==> src/fiop_regs.vh <==
`ifndef FIOP_REGS_VH
`define FIOP_REGS_VH

// Register byte offsets on the AXI4-Lite bus.
`define FIOP_OFS_PORT 8'h00
`define FIOP_OFS_LAT 8'h04
`define FIOP_OFS_DIR 8'h08
`define FIOP_OFS_ANA 8'h0C
`define FIOP_OFS_ODR 8'h10
`define FIOP_OFS_SLW 8'h14
`define FIOP_OFS_THR 8'h18
`define FIOP_OFS_WPU 8'h1C
`define FIOP_OFS_STAT 8'h20

// Decoded register indices.
`define FIOP_IDX_PORT 4'h0
`define FIOP_IDX_LAT 4'h1
`define FIOP_IDX_DIR 4'h2
`define FIOP_IDX_ANA 4'h3
`define FIOP_IDX_ODR 4'h4
`define FIOP_IDX_SLW 4'h5
`define FIOP_IDX_THR 4'h6
`define FIOP_IDX_WPU 4'h7
`define FIOP_IDX_STAT 4'h8
`define FIOP_IDX_NONE 4'hF

// Reset values of the four-bit control fields.
`define FIOP_RST_LAT 4'h0
`define FIOP_RST_DIR 4'hF
`define FIOP_RST_ANA 4'hF
`define FIOP_RST_ODR 4'h0
`define FIOP_RST_SLW 4'hF
`define FIOP_RST_THR 4'h0
`define FIOP_RST_WPU 4'h0

// Bus response codes.
`define FIOP_RESP_OKAY 2'b00
`define FIOP_RESP_SLVERR 2'b10

// Synchroniser depth.
`define FIOP_SYNC_STAGES 2

`endif

==> src/fiop_port.v <==
// The AXI4-Lite interface to the registers and the address map were left to the implementer.
`timescale 1ns/1ps
`include "fiop_regs.vh"

module fiop_port #(
	parameter NPINS = 4
) (
	input wire aclk,
	input wire aresetn,
	// AXI4-Lite slave.
	input wire [7:0] s_axi_awaddr,
	input wire s_axi_awvalid,
	output wire s_axi_awready,
	input wire [31:0] s_axi_wdata,
	input wire [3:0] s_axi_wstrb,
	input wire s_axi_wvalid,
	output wire s_axi_wready,
	output reg [1:0] s_axi_bresp,
	output reg s_axi_bvalid,
	input wire s_axi_bready,
	input wire [7:0] s_axi_araddr,
	input wire s_axi_arvalid,
	output wire s_axi_arready,
	output reg [31:0] s_axi_rdata,
	output reg [1:0] s_axi_rresp,
	output reg s_axi_rvalid,
	input wire s_axi_rready,
	// Pad side.
	input wire [NPINS-1:0] pad_in,
	output reg [NPINS-1:0] pad_out,
	output reg [NPINS-1:0] pad_oe,
	output reg [NPINS-1:0] pad_slew_limit,
	output reg [NPINS-1:0] pad_ttl_sel,
	output reg [NPINS-1:0] pad_pullup_en,
	output reg [NPINS-1:0] pad_analog_en,
	// Peripheral side.
	input wire [NPINS-1:0] periph_sel,
	input wire [NPINS-1:0] periph_out,
	input wire [NPINS-1:0] periph_oe_n,
	input wire [NPINS-1:0] twi_ctrl,
	input wire [NPINS-1:0] analog_out_en,
	output reg [NPINS-1:0] periph_in
);

	// Register index decode, shared by the write and read paths.
	function [3:0] fiop_decode;
		input [7:0] addr;
		begin
			case (addr)
				`FIOP_OFS_PORT: fiop_decode = `FIOP_IDX_PORT;
				`FIOP_OFS_LAT: fiop_decode = `FIOP_IDX_LAT;
				`FIOP_OFS_DIR: fiop_decode = `FIOP_IDX_DIR;
				`FIOP_OFS_ANA: fiop_decode = `FIOP_IDX_ANA;
				`FIOP_OFS_ODR: fiop_decode = `FIOP_IDX_ODR;
				`FIOP_OFS_SLW: fiop_decode = `FIOP_IDX_SLW;
				`FIOP_OFS_THR: fiop_decode = `FIOP_IDX_THR;
				`FIOP_OFS_WPU: fiop_decode = `FIOP_IDX_WPU;
				`FIOP_OFS_STAT: fiop_decode = `FIOP_IDX_STAT;
				default: fiop_decode = `FIOP_IDX_NONE;
			endcase
		end
	endfunction

	// Per-pin control registers, one bit per pin in each.
	reg [NPINS-1:0] output_latch_bits_r; // Output latch.
	reg [NPINS-1:0] pin_direction_bits_r; // One means input.
	reg [NPINS-1:0] analog_input_select_bits_r; // One means analog input.
	reg [NPINS-1:0] open_drain_select_bits_r; // One means sink only.
	reg [NPINS-1:0] slew_limit_select_bits_r; // One means slow edges.
	reg [NPINS-1:0] input_threshold_select_bits_r; // One means TTL levels.
	reg [NPINS-1:0] weak_pullup_enable_bits_r; // One enables the pull-up.

	// Write channel capture.
	reg aw_held_r; // Write address captured.
	reg w_held_r; // Write data captured.
	reg [7:0] aw_addr_r; // Captured write address.
	reg [31:0] w_data_r; // Captured write data.
	reg [3:0] w_strb_r; // Captured byte strobes.

	wire [NPINS-1:0] pin_sync; // Synchronised pad levels.
	reg [NPINS-1:0] port_pin_data; // Digital readback after analog masking.
	reg [NPINS-1:0] drive_en; // Pin driven by any digital source.
	reg [NPINS-1:0] drive_val; // Value the source wants on the pin.
	reg [NPINS-1:0] od_eff; // Effective open-drain selection.
	reg [NPINS-1:0] pin_owner; // One where the pin select logic owns the pin.
	wire [3:0] wr_idx;
	wire [3:0] rd_idx;
	wire wr_fire;
	reg [31:0] rd_val;
	reg rd_err;
	integer i;

	// Pads cross into the clock domain before any read or merge uses them.
	fiop_sync #(
		.WIDTH(NPINS)
	) u_sync (
		.aclk(aclk),
		.aresetn(aresetn),
		.async_in(pad_in),
		.sync_out(pin_sync)
	);

	// Digital input path and output mux, evaluated pin by pin.
	always @* begin
		for (i = 0; i < NPINS; i = i + 1) begin
			// Analog pins read zero on every digital read.
			port_pin_data[i] = pin_sync[i] & ~analog_input_select_bits_r[i];
			pin_owner[i] = periph_sel[i];
			// The latch is the source unless the pin select logic takes over.
			drive_val[i] = pin_owner[i] ? periph_out[i] : output_latch_bits_r[i];
			// Direction gates the driver even on analog pins; analog select is not
			// consulted here, so digital output keeps working.
			if (analog_out_en[i]) begin
				// An analog output owns the pin; the digital driver steps aside.
				drive_en[i] = 1'b0;
			end else if (pin_owner[i]) begin
				drive_en[i] = ~pin_direction_bits_r[i] & ~periph_oe_n[i];
			end else begin
				drive_en[i] = ~pin_direction_bits_r[i];
			end
			// A two-wire peripheral forces open drain on its own pins.
			od_eff[i] = open_drain_select_bits_r[i] | twi_ctrl[i];
		end
	end

	// Pad outputs are registered so the pins see no decode glitches.
	always @(posedge aclk) begin
		if (!aresetn) begin
			pad_out <= {NPINS{1'b0}};
			pad_oe <= {NPINS{1'b0}};
			pad_slew_limit <= `FIOP_RST_SLW;
			pad_ttl_sel <= `FIOP_RST_THR;
			pad_pullup_en <= `FIOP_RST_WPU;
			pad_analog_en <= `FIOP_RST_ANA;
			periph_in <= {NPINS{1'b0}};
		end else begin
			// Open drain drives only the low level; push-pull drives both.
			pad_out <= drive_val & ~od_eff;
			pad_oe <= drive_en & (~od_eff | ~drive_val);
			pad_slew_limit <= slew_limit_select_bits_r;
			// The pad threshold feeds both port reads and the peripheral input.
			pad_ttl_sel <= input_threshold_select_bits_r;
			pad_pullup_en <= weak_pullup_enable_bits_r;
			pad_analog_en <= analog_input_select_bits_r;
			periph_in <= port_pin_data;
		end
	end

	assign wr_idx = fiop_decode(aw_addr_r);
	assign rd_idx = fiop_decode(s_axi_araddr);
	assign wr_fire = aw_held_r & w_held_r & ~s_axi_bvalid;

	// Address and data are taken in either order and held until both exist.
	assign s_axi_awready = ~aw_held_r & ~s_axi_bvalid;
	assign s_axi_wready = ~w_held_r & ~s_axi_bvalid;

	// Write channel capture and response.
	always @(posedge aclk) begin
		if (!aresetn) begin
			aw_held_r <= 1'b0;
			w_held_r <= 1'b0;
			aw_addr_r <= 8'h00;
			w_data_r <= 32'h0000_0000;
			w_strb_r <= 4'h0;
			s_axi_bvalid <= 1'b0;
			s_axi_bresp <= `FIOP_RESP_OKAY;
		end else begin
			if (s_axi_awvalid && s_axi_awready) begin
				aw_held_r <= 1'b1;
				aw_addr_r <= s_axi_awaddr;
			end
			if (s_axi_wvalid && s_axi_wready) begin
				w_held_r <= 1'b1;
				w_data_r <= s_axi_wdata;
				w_strb_r <= s_axi_wstrb;
			end
			if (wr_fire) begin
				aw_held_r <= 1'b0;
				w_held_r <= 1'b0;
				s_axi_bvalid <= 1'b1;
				// Unmapped or read-only offsets answer with a slave error.
				if (wr_idx == `FIOP_IDX_NONE || wr_idx == `FIOP_IDX_STAT) begin
					s_axi_bresp <= `FIOP_RESP_SLVERR;
				end else begin
					s_axi_bresp <= `FIOP_RESP_OKAY;
				end
			end else if (s_axi_bvalid && s_axi_bready) begin
				s_axi_bvalid <= 1'b0;
			end
		end
	end

	// Control register file; only byte lane zero holds data.
	always @(posedge aclk) begin
		if (!aresetn) begin
			output_latch_bits_r <= `FIOP_RST_LAT;
			pin_direction_bits_r <= `FIOP_RST_DIR;
			analog_input_select_bits_r <= `FIOP_RST_ANA;
			open_drain_select_bits_r <= `FIOP_RST_ODR;
			slew_limit_select_bits_r <= `FIOP_RST_SLW;
			input_threshold_select_bits_r <= `FIOP_RST_THR;
			weak_pullup_enable_bits_r <= `FIOP_RST_WPU;
		end else if (wr_fire) begin
			case (wr_idx)
				`FIOP_IDX_PORT: begin
					// The pins are sampled first and the written lane is merged on
					// top; a write without lane zero copies the pins into the latch,
					// which is the usual hazard on pins held by an outside load.
					if (w_strb_r[0]) begin
						output_latch_bits_r <= w_data_r[NPINS-1:0];
					end else begin
						output_latch_bits_r <= port_pin_data;
					end
				end
				`FIOP_IDX_LAT: begin
					if (w_strb_r[0]) begin
						output_latch_bits_r <= w_data_r[NPINS-1:0];
					end
				end
				`FIOP_IDX_DIR: begin
					if (w_strb_r[0]) begin
						pin_direction_bits_r <= w_data_r[NPINS-1:0];
					end
				end
				`FIOP_IDX_ANA: begin
					if (w_strb_r[0]) begin
						analog_input_select_bits_r <= w_data_r[NPINS-1:0];
					end
				end
				`FIOP_IDX_ODR: begin
					if (w_strb_r[0]) begin
						open_drain_select_bits_r <= w_data_r[NPINS-1:0];
					end
				end
				`FIOP_IDX_SLW: begin
					if (w_strb_r[0]) begin
						slew_limit_select_bits_r <= w_data_r[NPINS-1:0];
					end
				end
				`FIOP_IDX_THR: begin
					// Software must keep peripherals idle while changing this,
					// since the pad can glitch as the threshold moves.
					if (w_strb_r[0]) begin
						input_threshold_select_bits_r <= w_data_r[NPINS-1:0];
					end
				end
				`FIOP_IDX_WPU: begin
					if (w_strb_r[0]) begin
						weak_pullup_enable_bits_r <= w_data_r[NPINS-1:0];
					end
				end
				default: begin
				end
			endcase
		end
	end

	// Read data mux; upper bits read as zero.
	always @* begin
		rd_val = 32'h0000_0000;
		rd_err = 1'b0;
		case (rd_idx)
			`FIOP_IDX_PORT: rd_val[NPINS-1:0] = port_pin_data;
			`FIOP_IDX_LAT: rd_val[NPINS-1:0] = output_latch_bits_r;
			`FIOP_IDX_DIR: rd_val[NPINS-1:0] = pin_direction_bits_r;
			`FIOP_IDX_ANA: rd_val[NPINS-1:0] = analog_input_select_bits_r;
			`FIOP_IDX_ODR: rd_val[NPINS-1:0] = open_drain_select_bits_r;
			`FIOP_IDX_SLW: rd_val[NPINS-1:0] = slew_limit_select_bits_r;
			`FIOP_IDX_THR: rd_val[NPINS-1:0] = input_threshold_select_bits_r;
			`FIOP_IDX_WPU: rd_val[NPINS-1:0] = weak_pullup_enable_bits_r;
			// Status shows which pins the digital pad driver enables right now.
			`FIOP_IDX_STAT: rd_val[NPINS-1:0] = pad_oe;
			default: rd_err = 1'b1;
		endcase
	end

	// One read at a time; a new address is taken only after the answer left.
	assign s_axi_arready = ~s_axi_rvalid;

	// Read response register.
	always @(posedge aclk) begin
		if (!aresetn) begin
			s_axi_rvalid <= 1'b0;
			s_axi_rdata <= 32'h0000_0000;
			s_axi_rresp <= `FIOP_RESP_OKAY;
		end else if (s_axi_arvalid && s_axi_arready) begin
			s_axi_rvalid <= 1'b1;
			s_axi_rdata <= rd_val;
			s_axi_rresp <= rd_err ? `FIOP_RESP_SLVERR : `FIOP_RESP_OKAY;
		end else if (s_axi_rvalid && s_axi_rready) begin
			s_axi_rvalid <= 1'b0;
		end
	end

endmodule

==> src/fiop_sync.v <==
`timescale 1ns/1ps

// Two-stage synchroniser for pad inputs; only the second stage is read outside.
module fiop_sync #(
	parameter WIDTH = 4
) (
	input wire aclk,
	input wire aresetn,
	input wire [WIDTH-1:0] async_in,
	output wire [WIDTH-1:0] sync_out
);

	reg [WIDTH-1:0] meta_r; // First stage, may go metastable.
	reg [WIDTH-1:0] sync_r; // Second stage, safe to use.

	// Both stages clear on reset so reads start from a known zero.
	always @(posedge aclk) begin
		if (!aresetn) begin
			meta_r <= {WIDTH{1'b0}};
			sync_r <= {WIDTH{1'b0}};
		end else begin
			meta_r <= async_in;
			sync_r <= meta_r;
		end
	end

	assign sync_out = sync_r;

endmodule

==> config.mk <==
export PLATFORM = sky130hd
export DESIGN_NAME = fiop_port
export DESIGN_NICKNAME = d
export VERILOG_FILES = /design/src/fiop_port.v /design/src/fiop_sync.v
export VERILOG_INCLUDE_DIRS = /design/src
export SDC_FILE = /design/constraint.sdc
export NUM_CORES = 1
export LEC_CHECK = 0
export BUFFER_PORTS_ARGS = -buffer_cell sky130_fd_sc_hd__buf_2
export CORE_MARGIN = 5
export CORE_UTILIZATION = 52
export DETAILED_ROUTE_END_ITERATION = 7
export GPL_TIMING_DRIVEN = 0
export PLACE_DENSITY_LB_ADDON = 0.12
export SLEW_MARGIN = 0
export SYNTH_ARGS = -nofsm -noshare
export SYNTH_HDL_FRONTEND = slang
export SYNTH_HIERARCHICAL = 1
export SYNTH_SLANG_ARGS = --single-unit
export TNS_END_PERCENT = 50
==> constraint.sdc <==
create_clock -name aclk -period 4.3 [get_ports aclk]
set_input_delay 0.215 -clock aclk [delete_from_list [all_inputs] [get_ports aclk]]
set_output_delay 0.215 -clock aclk [all_outputs]
set_load 0.01 [all_outputs]
# Word-level counts from Yosys, hierarchy flattened
# Index checks and enable logic that the tools add are counted.
[classes] eq_ne=34 mux=24 n_reduce_logical=22 n_bitwise=38
[ops] cell="$pmux W4 S9" count=3
[ops] cell="$eq A8 B5 Y1 const B" count=8
[ops] cell="$eq A4 B3 Y1 const B" count=8
[ops] cell="$eq A8 B4 Y1 const B" count=4
[ops] cell="$reduce_and A3 Y1" count=7
[ops] cell="$not A1 Y1" count=17
[ops] cell="$eq A4 B2 Y1 const B" count=4
[ops] cell="$eq A8 B3 Y1 const B" count=2
[ops] cell="$eq A8 B6 Y1 const B" count=2
[ops] cell="$logic_not A8 Y1" count=2
[ops] cell="$mux W1" count=16
[ops] cell="$and A1 B1 Y1" count=12
[ops] cell="$eq A4 B4 Y1 const B" count=3
[ops] cell="$reduce_or A9 Y1" count=1
[ops] cell="$and A4 B4 Y4" count=2
[ops] cell="$eq A4 B1 Y1 const B" count=2
[ops] cell="$logic_not A4 Y1" count=2
[ops] cell="$mux W4" count=2
[ops] cell="$not A4 Y4" count=2
[ops] cell="$pmux W4 S2" count=1
[ops] cell="$reduce_bool A2 Y1" count=3
[ops] cell="$logic_and A1 B1 Y1" count=5
[ops] cell="$mux W2" count=2
[ops] cell="$or A1 B1 Y1" count=4
[ops] cell="other kinds (4)" count=4
[totals] word_cells=144 regBits=89

# Longest topological paths before layout
[depth] depth_word=5 depth_mapped=6 mapped_depth_nobuf=4

# By module
# Netlist, hierarchy kept.
[by_module_without_submodules] module="fiop_port" n_inst=1 area_per_inst_um2=3548.4 cells_per_inst=384
[by_module_without_submodules] module="fiop_sync" n_inst=1 area_per_inst_um2=210.2 cells_per_inst=16

# Worst setup path after synthesis
# Ideal clock, no wire load.
[synth_timing] kind="register to register" startpoint="register aw_addr_r[7]" endpoint="register analog_input_select_bits_r[0]" arrival_time_ns=1.511 required_ns=4.228 path_stages_with_launch=6 setup_slack_ns=2.718 path_buffers=1 setup_time_ns=0.072 period_less_slack_ns=1.582 path_cell_list="dfxtp_1 -> or4_4 -> nor3_4 -> and4b_1 -> buf_6 -> mux2i_1"
[synth_between] elab_chain_cells=4 elab_cells_between_ends=12 cone_classes="eq/ne: 9; mux: 1; reduce/logical: 2"
[synth_rtl] element="start: declaration" line="fiop_port.v:76" rtl="reg [7:0] aw_addr_r;"
[synth_rtl] element="start signal: assignment" line="fiop_port.v:170" rtl="aw_addr_r <= s_axi_awaddr;"
[synth_rtl] element="$eq A8 B6 Y1, or another cell as far along" line="fiop_port.v:49" rtl="case (addr)"
[synth_rtl] element="$pmux W4 S9 (*)" line="fiop_port.v:49"
[synth_rtl] element="$eq A4 B2 Y1 (*)" line="fiop_port.v:204" rtl="case (wr_idx)"
[synth_rtl] element="$reduce_and A3 Y1 (no source line) (*)"
[synth_rtl] element="end signal: assignment" line="fiop_port.v:198" rtl="analog_input_select_bits_r <= `FIOP_RST_ANA;"
[synth_rtl] element="end signal: assignment" line="fiop_port.v:227" rtl="analog_input_select_bits_r <= w_data_r[NPINS-1:0];"
[synth_rtl] element="end: declaration" line="fiop_port.v:67" rtl="reg [NPINS-1:0] analog_input_select_bits_r;"
# Mark *: on every way between the ends. The rest lies on a longest branch, timed or not.
# A chain may end at the register's enable or synchronous reset.

# Worst setup path after layout
[layout_timing] startpoint="register aw_addr_r[7]" endpoint="register weak_pullup_enable_bits_r[0]"
[layout_between] elab_chain_cells=4 elab_cells_between_ends=12 cone_classes="eq/ne: 9; mux: 1; reduce/logical: 2"
[layout_rtl] element="$eq A8 B6 Y1, or another cell as far along" line="fiop_port.v:49"
[layout_rtl] element="$pmux W4 S9 (*)" line="fiop_port.v:49"
[layout_rtl] element="$eq A4 B3 Y1 (*)" line="fiop_port.v:204"
[layout_rtl] element="$reduce_and A3 Y1 (no source line) (*)"
[layout_rtl] element="end signal: assignment" line="fiop_port.v:202" rtl="weak_pullup_enable_bits_r <= `FIOP_RST_WPU;"
[layout_rtl] element="end signal: assignment" line="fiop_port.v:249" rtl="weak_pullup_enable_bits_r <= w_data_r[NPINS-1:0];"
[layout_rtl] element="end: declaration" line="fiop_port.v:71" rtl="reg [NPINS-1:0] weak_pullup_enable_bits_r;"
# Marks and branches as above.

==> metrics <==
register area share after synthesis 0.463; post-route cell area 0.00464 sq mm; Residual DRC 0; max reg flops 8; Cell Area, Synth 0.00376 sq mm; fillers 662; I/O pins 152; Hold Path Class in2reg; antenna viol nets, final 0; status completed; Final min period 1770 ps; CTS tree done; Vias 3,074; Starting Density 0.527; register-to-register setup slack 2530 ps; slowest cell on the critical path or4_4; gr usage total 0.215; CTS H-Tree Depth 3; DR WL/cell 14.8 um; Power Dens Cells 340 mW/mm^2; ys flop type dfxtp_1; Crit Path Class reg2reg; leakage power 2.12 nW; most frequent cells after synthesis dfxtp_1, nand2_1, mux2i_1, nor2_1, buf_4; Worst Setup EP weak_pullup_enable_bits_r[0]; vias in the first global route 3,024; # nets final 613; Routed WL 9.35 mm; clock edge transition at the registers on the reported setup and hold paths 90 ps; HPWL after DPL 7.45 mm; Post-CTS Setup Bufs 0; Synth Area per Inst 9.40 sq um; CP startpoint aw_addr_r[7]; CTS max path bufs 2; 1st-iter DRT viols 97; RSZ-0062 raised after global routing false; setup_tns 0 ps; I/O Buffers 90; worst vdd ir 0.339 mV; Hold Path Origin twi_ctrl[1]; max-cap check violation count 0; Num CTS Buffers 9; worst flop-to-flop path endpoint weak_pullup_enable_bits_r[0]; worst skew pair latency 360 ps; final count of pins violating max slew 0; Synth async-reset ratio 0; Root Driver clkbuf_8; Pre-antenna DRT Iters 4; TritonCTS Sinks 87; die width 95.0 um; Congestion Overflow GR 0; most common cell in the netlist dfxtp_1; initial antenna violation count 0; final setup vio count 0; Area contributors post-synth dfxtp_1, mux2i_1, buf_4, nand2_1, nor2_1; largest reg by FF count aw_addr_r; fmax 0.566 GHz; Syn Inst Count 400; Fin. Hold Viols 0; DIE HEIGHT 95.0 um; part of the cycle the worst path needs 0.411; Post-synth EDFFs 0; diodes inserted 0; first-pass GRT wire length 14.8 mm; CORE AREA 0.00714 sq mm; Placement Rows 31; layout cells sized above 1 0.299; Die ar. 0.00903 sq mm; Clock Skews 7.80 ps; crit end category register; Warnings, synthesis 6; area share of the largest cell type after synthesis 0.463; leading area contributor after synthesis dfxtp_1; placed inst area 0.00444 sq mm; worst slew pin tran 687 ps; slowest stage delay, CP 550 ps; Reg-to-Reg Start aw_addr_r[7]; Seq cells post-synth 87; Final Core Density 0.650; R2R depth 5; Distinct cells, synth 54; CP Max Fanout 6; vias per cell 4.85; critical path, cell by cell or4_4 > nor3_4 > and4_1 > buf_6 > mux2i_1; Final Wtd Congestion 0.864; Rel. slew slack 0.542; crit path DAT 2060 ps; CP required 4590 ps; post-cts sizing count 0; crit start category register; hold_buf cts 0; Layout Area Growth over Synthesis 23.5%; largest net degree at the start of global routing 19
==> per-layer routing <==
layer / routed length [um] / global-route usage / vias up
met2: 4370 / 0.355 / 92
met4: 155 / 0.0757 / 0
met1: 4210 / 0.278 / 1393
li1: - / - / 1577
met5: 0 / 0 / -
met3: 611 / 0.0458 / 12
==> power breakdown <==
| part | internal, W | switching (W) | leakage [nW] |
|---|---|---|---|
| Combinational | 0.0000811 | 0.0000989 | 1.31 |
| Sequential | 0.000824 | 0.0000176 | 0.707 |
| Clock | 0.000229 | 0.000329 | 0.0981 |
==> critical path: cells and delay by family (launching register included) <==
family | cells | cell delay [ps]
simple gates | 3 | 1050
flops | 1 | 340
mux | 1 | 170
buf+inv | 1 | 140
==> through the flow <==
| step | instances | setup slack [ps] | hold WS [ps] | total power (W) |
|---|---|---|---|---|
| after floorplan | 429 | 2720 | 294 | 0.000977 |
| after global routing | 634 | 2410 | 9.41 | 0.00165 |
| final | 634 | 2530 | 27.5 | 0.00158 |
| after global placement | 618 | 2500 | 401 | 0.00103 |
| after detailed placement | 618 | 2500 | 401 | 0.00104 |
| after CTS | 634 | 2510 | 13.5 | 0.00159 |
==> how the worst min path moves through the flow <==
stage	end	slack [ps]	depth (start not counted)
after floorplan	pad_out[0]	290	1
after global placement	pad_out[0]	400	2
after detailed placement	pad_out[0]	400	2
after CTS	pad_out[1]	10	2
after global routing	pad_out[1]	9	2
final	pad_out[1]	30	2
==> final cells by class <==
type | count | area (sq um) | area share
Buffer | 49 | 344 | 0.0741
Clock buffer | 9 | 124 | 0.0267
Clock inverter | 7 | 75.1 | 0.0162
Inverter | 19 | 71.3 | 0.0154
Multi-Input combinational cell | 274 | 1710 | 0.369
Sequential cell | 87 | 1740 | 0.375
Tap cell | 99 | 124 | 0.0267
Timing Repair Buffer | 90 | 450 | 0.0971
==> cells by family after synthesis <==
kind of cell    after synthesis  synth area share
simple gates                142             0.199
other cells                   1          0.000998
compound gates               60             0.114
flops                        87             0.463
buf+inv                      68             0.111
mux                          41             0.110
fa+ha+maj                     1           0.00266
==> cells in the final DEF (no fill, tap or decap), types with 2 or more instances in the layout <==
cell type,synthesis,layout
a211oi_2,4,4
a21oi_1,23,23
a221oi_1,2,2
a22o_1,3,3
a22oi_1,3,3
and2_1,11,11
and3_1,2,2
and3_2,2,2
and4b_1,2,2
buf_1,2,2
buf_2,2,92
buf_4,30,30
buf_6,6,6
clkbuf_1,9,9
clkbuf_8,0,9
clkinv_4,0,2
conb_1,1,30
dfxtp_1,87,87
inv_1,18,18
inv_8,0,3
mux2_2,3,3
mux2i_1,38,38
nand2_1,41,41
nand2b_1,11,11
nand3_1,4,4
nand4_1,4,4
nor2_1,34,34
nor2b_1,7,7
nor3_1,5,5
nor4_1,6,6
o2111a_1,4,4
o21a_1,4,4
o21ai_0,4,4
o22ai_1,5,5
No activity file was read; power rests on OpenSTA's default activity.
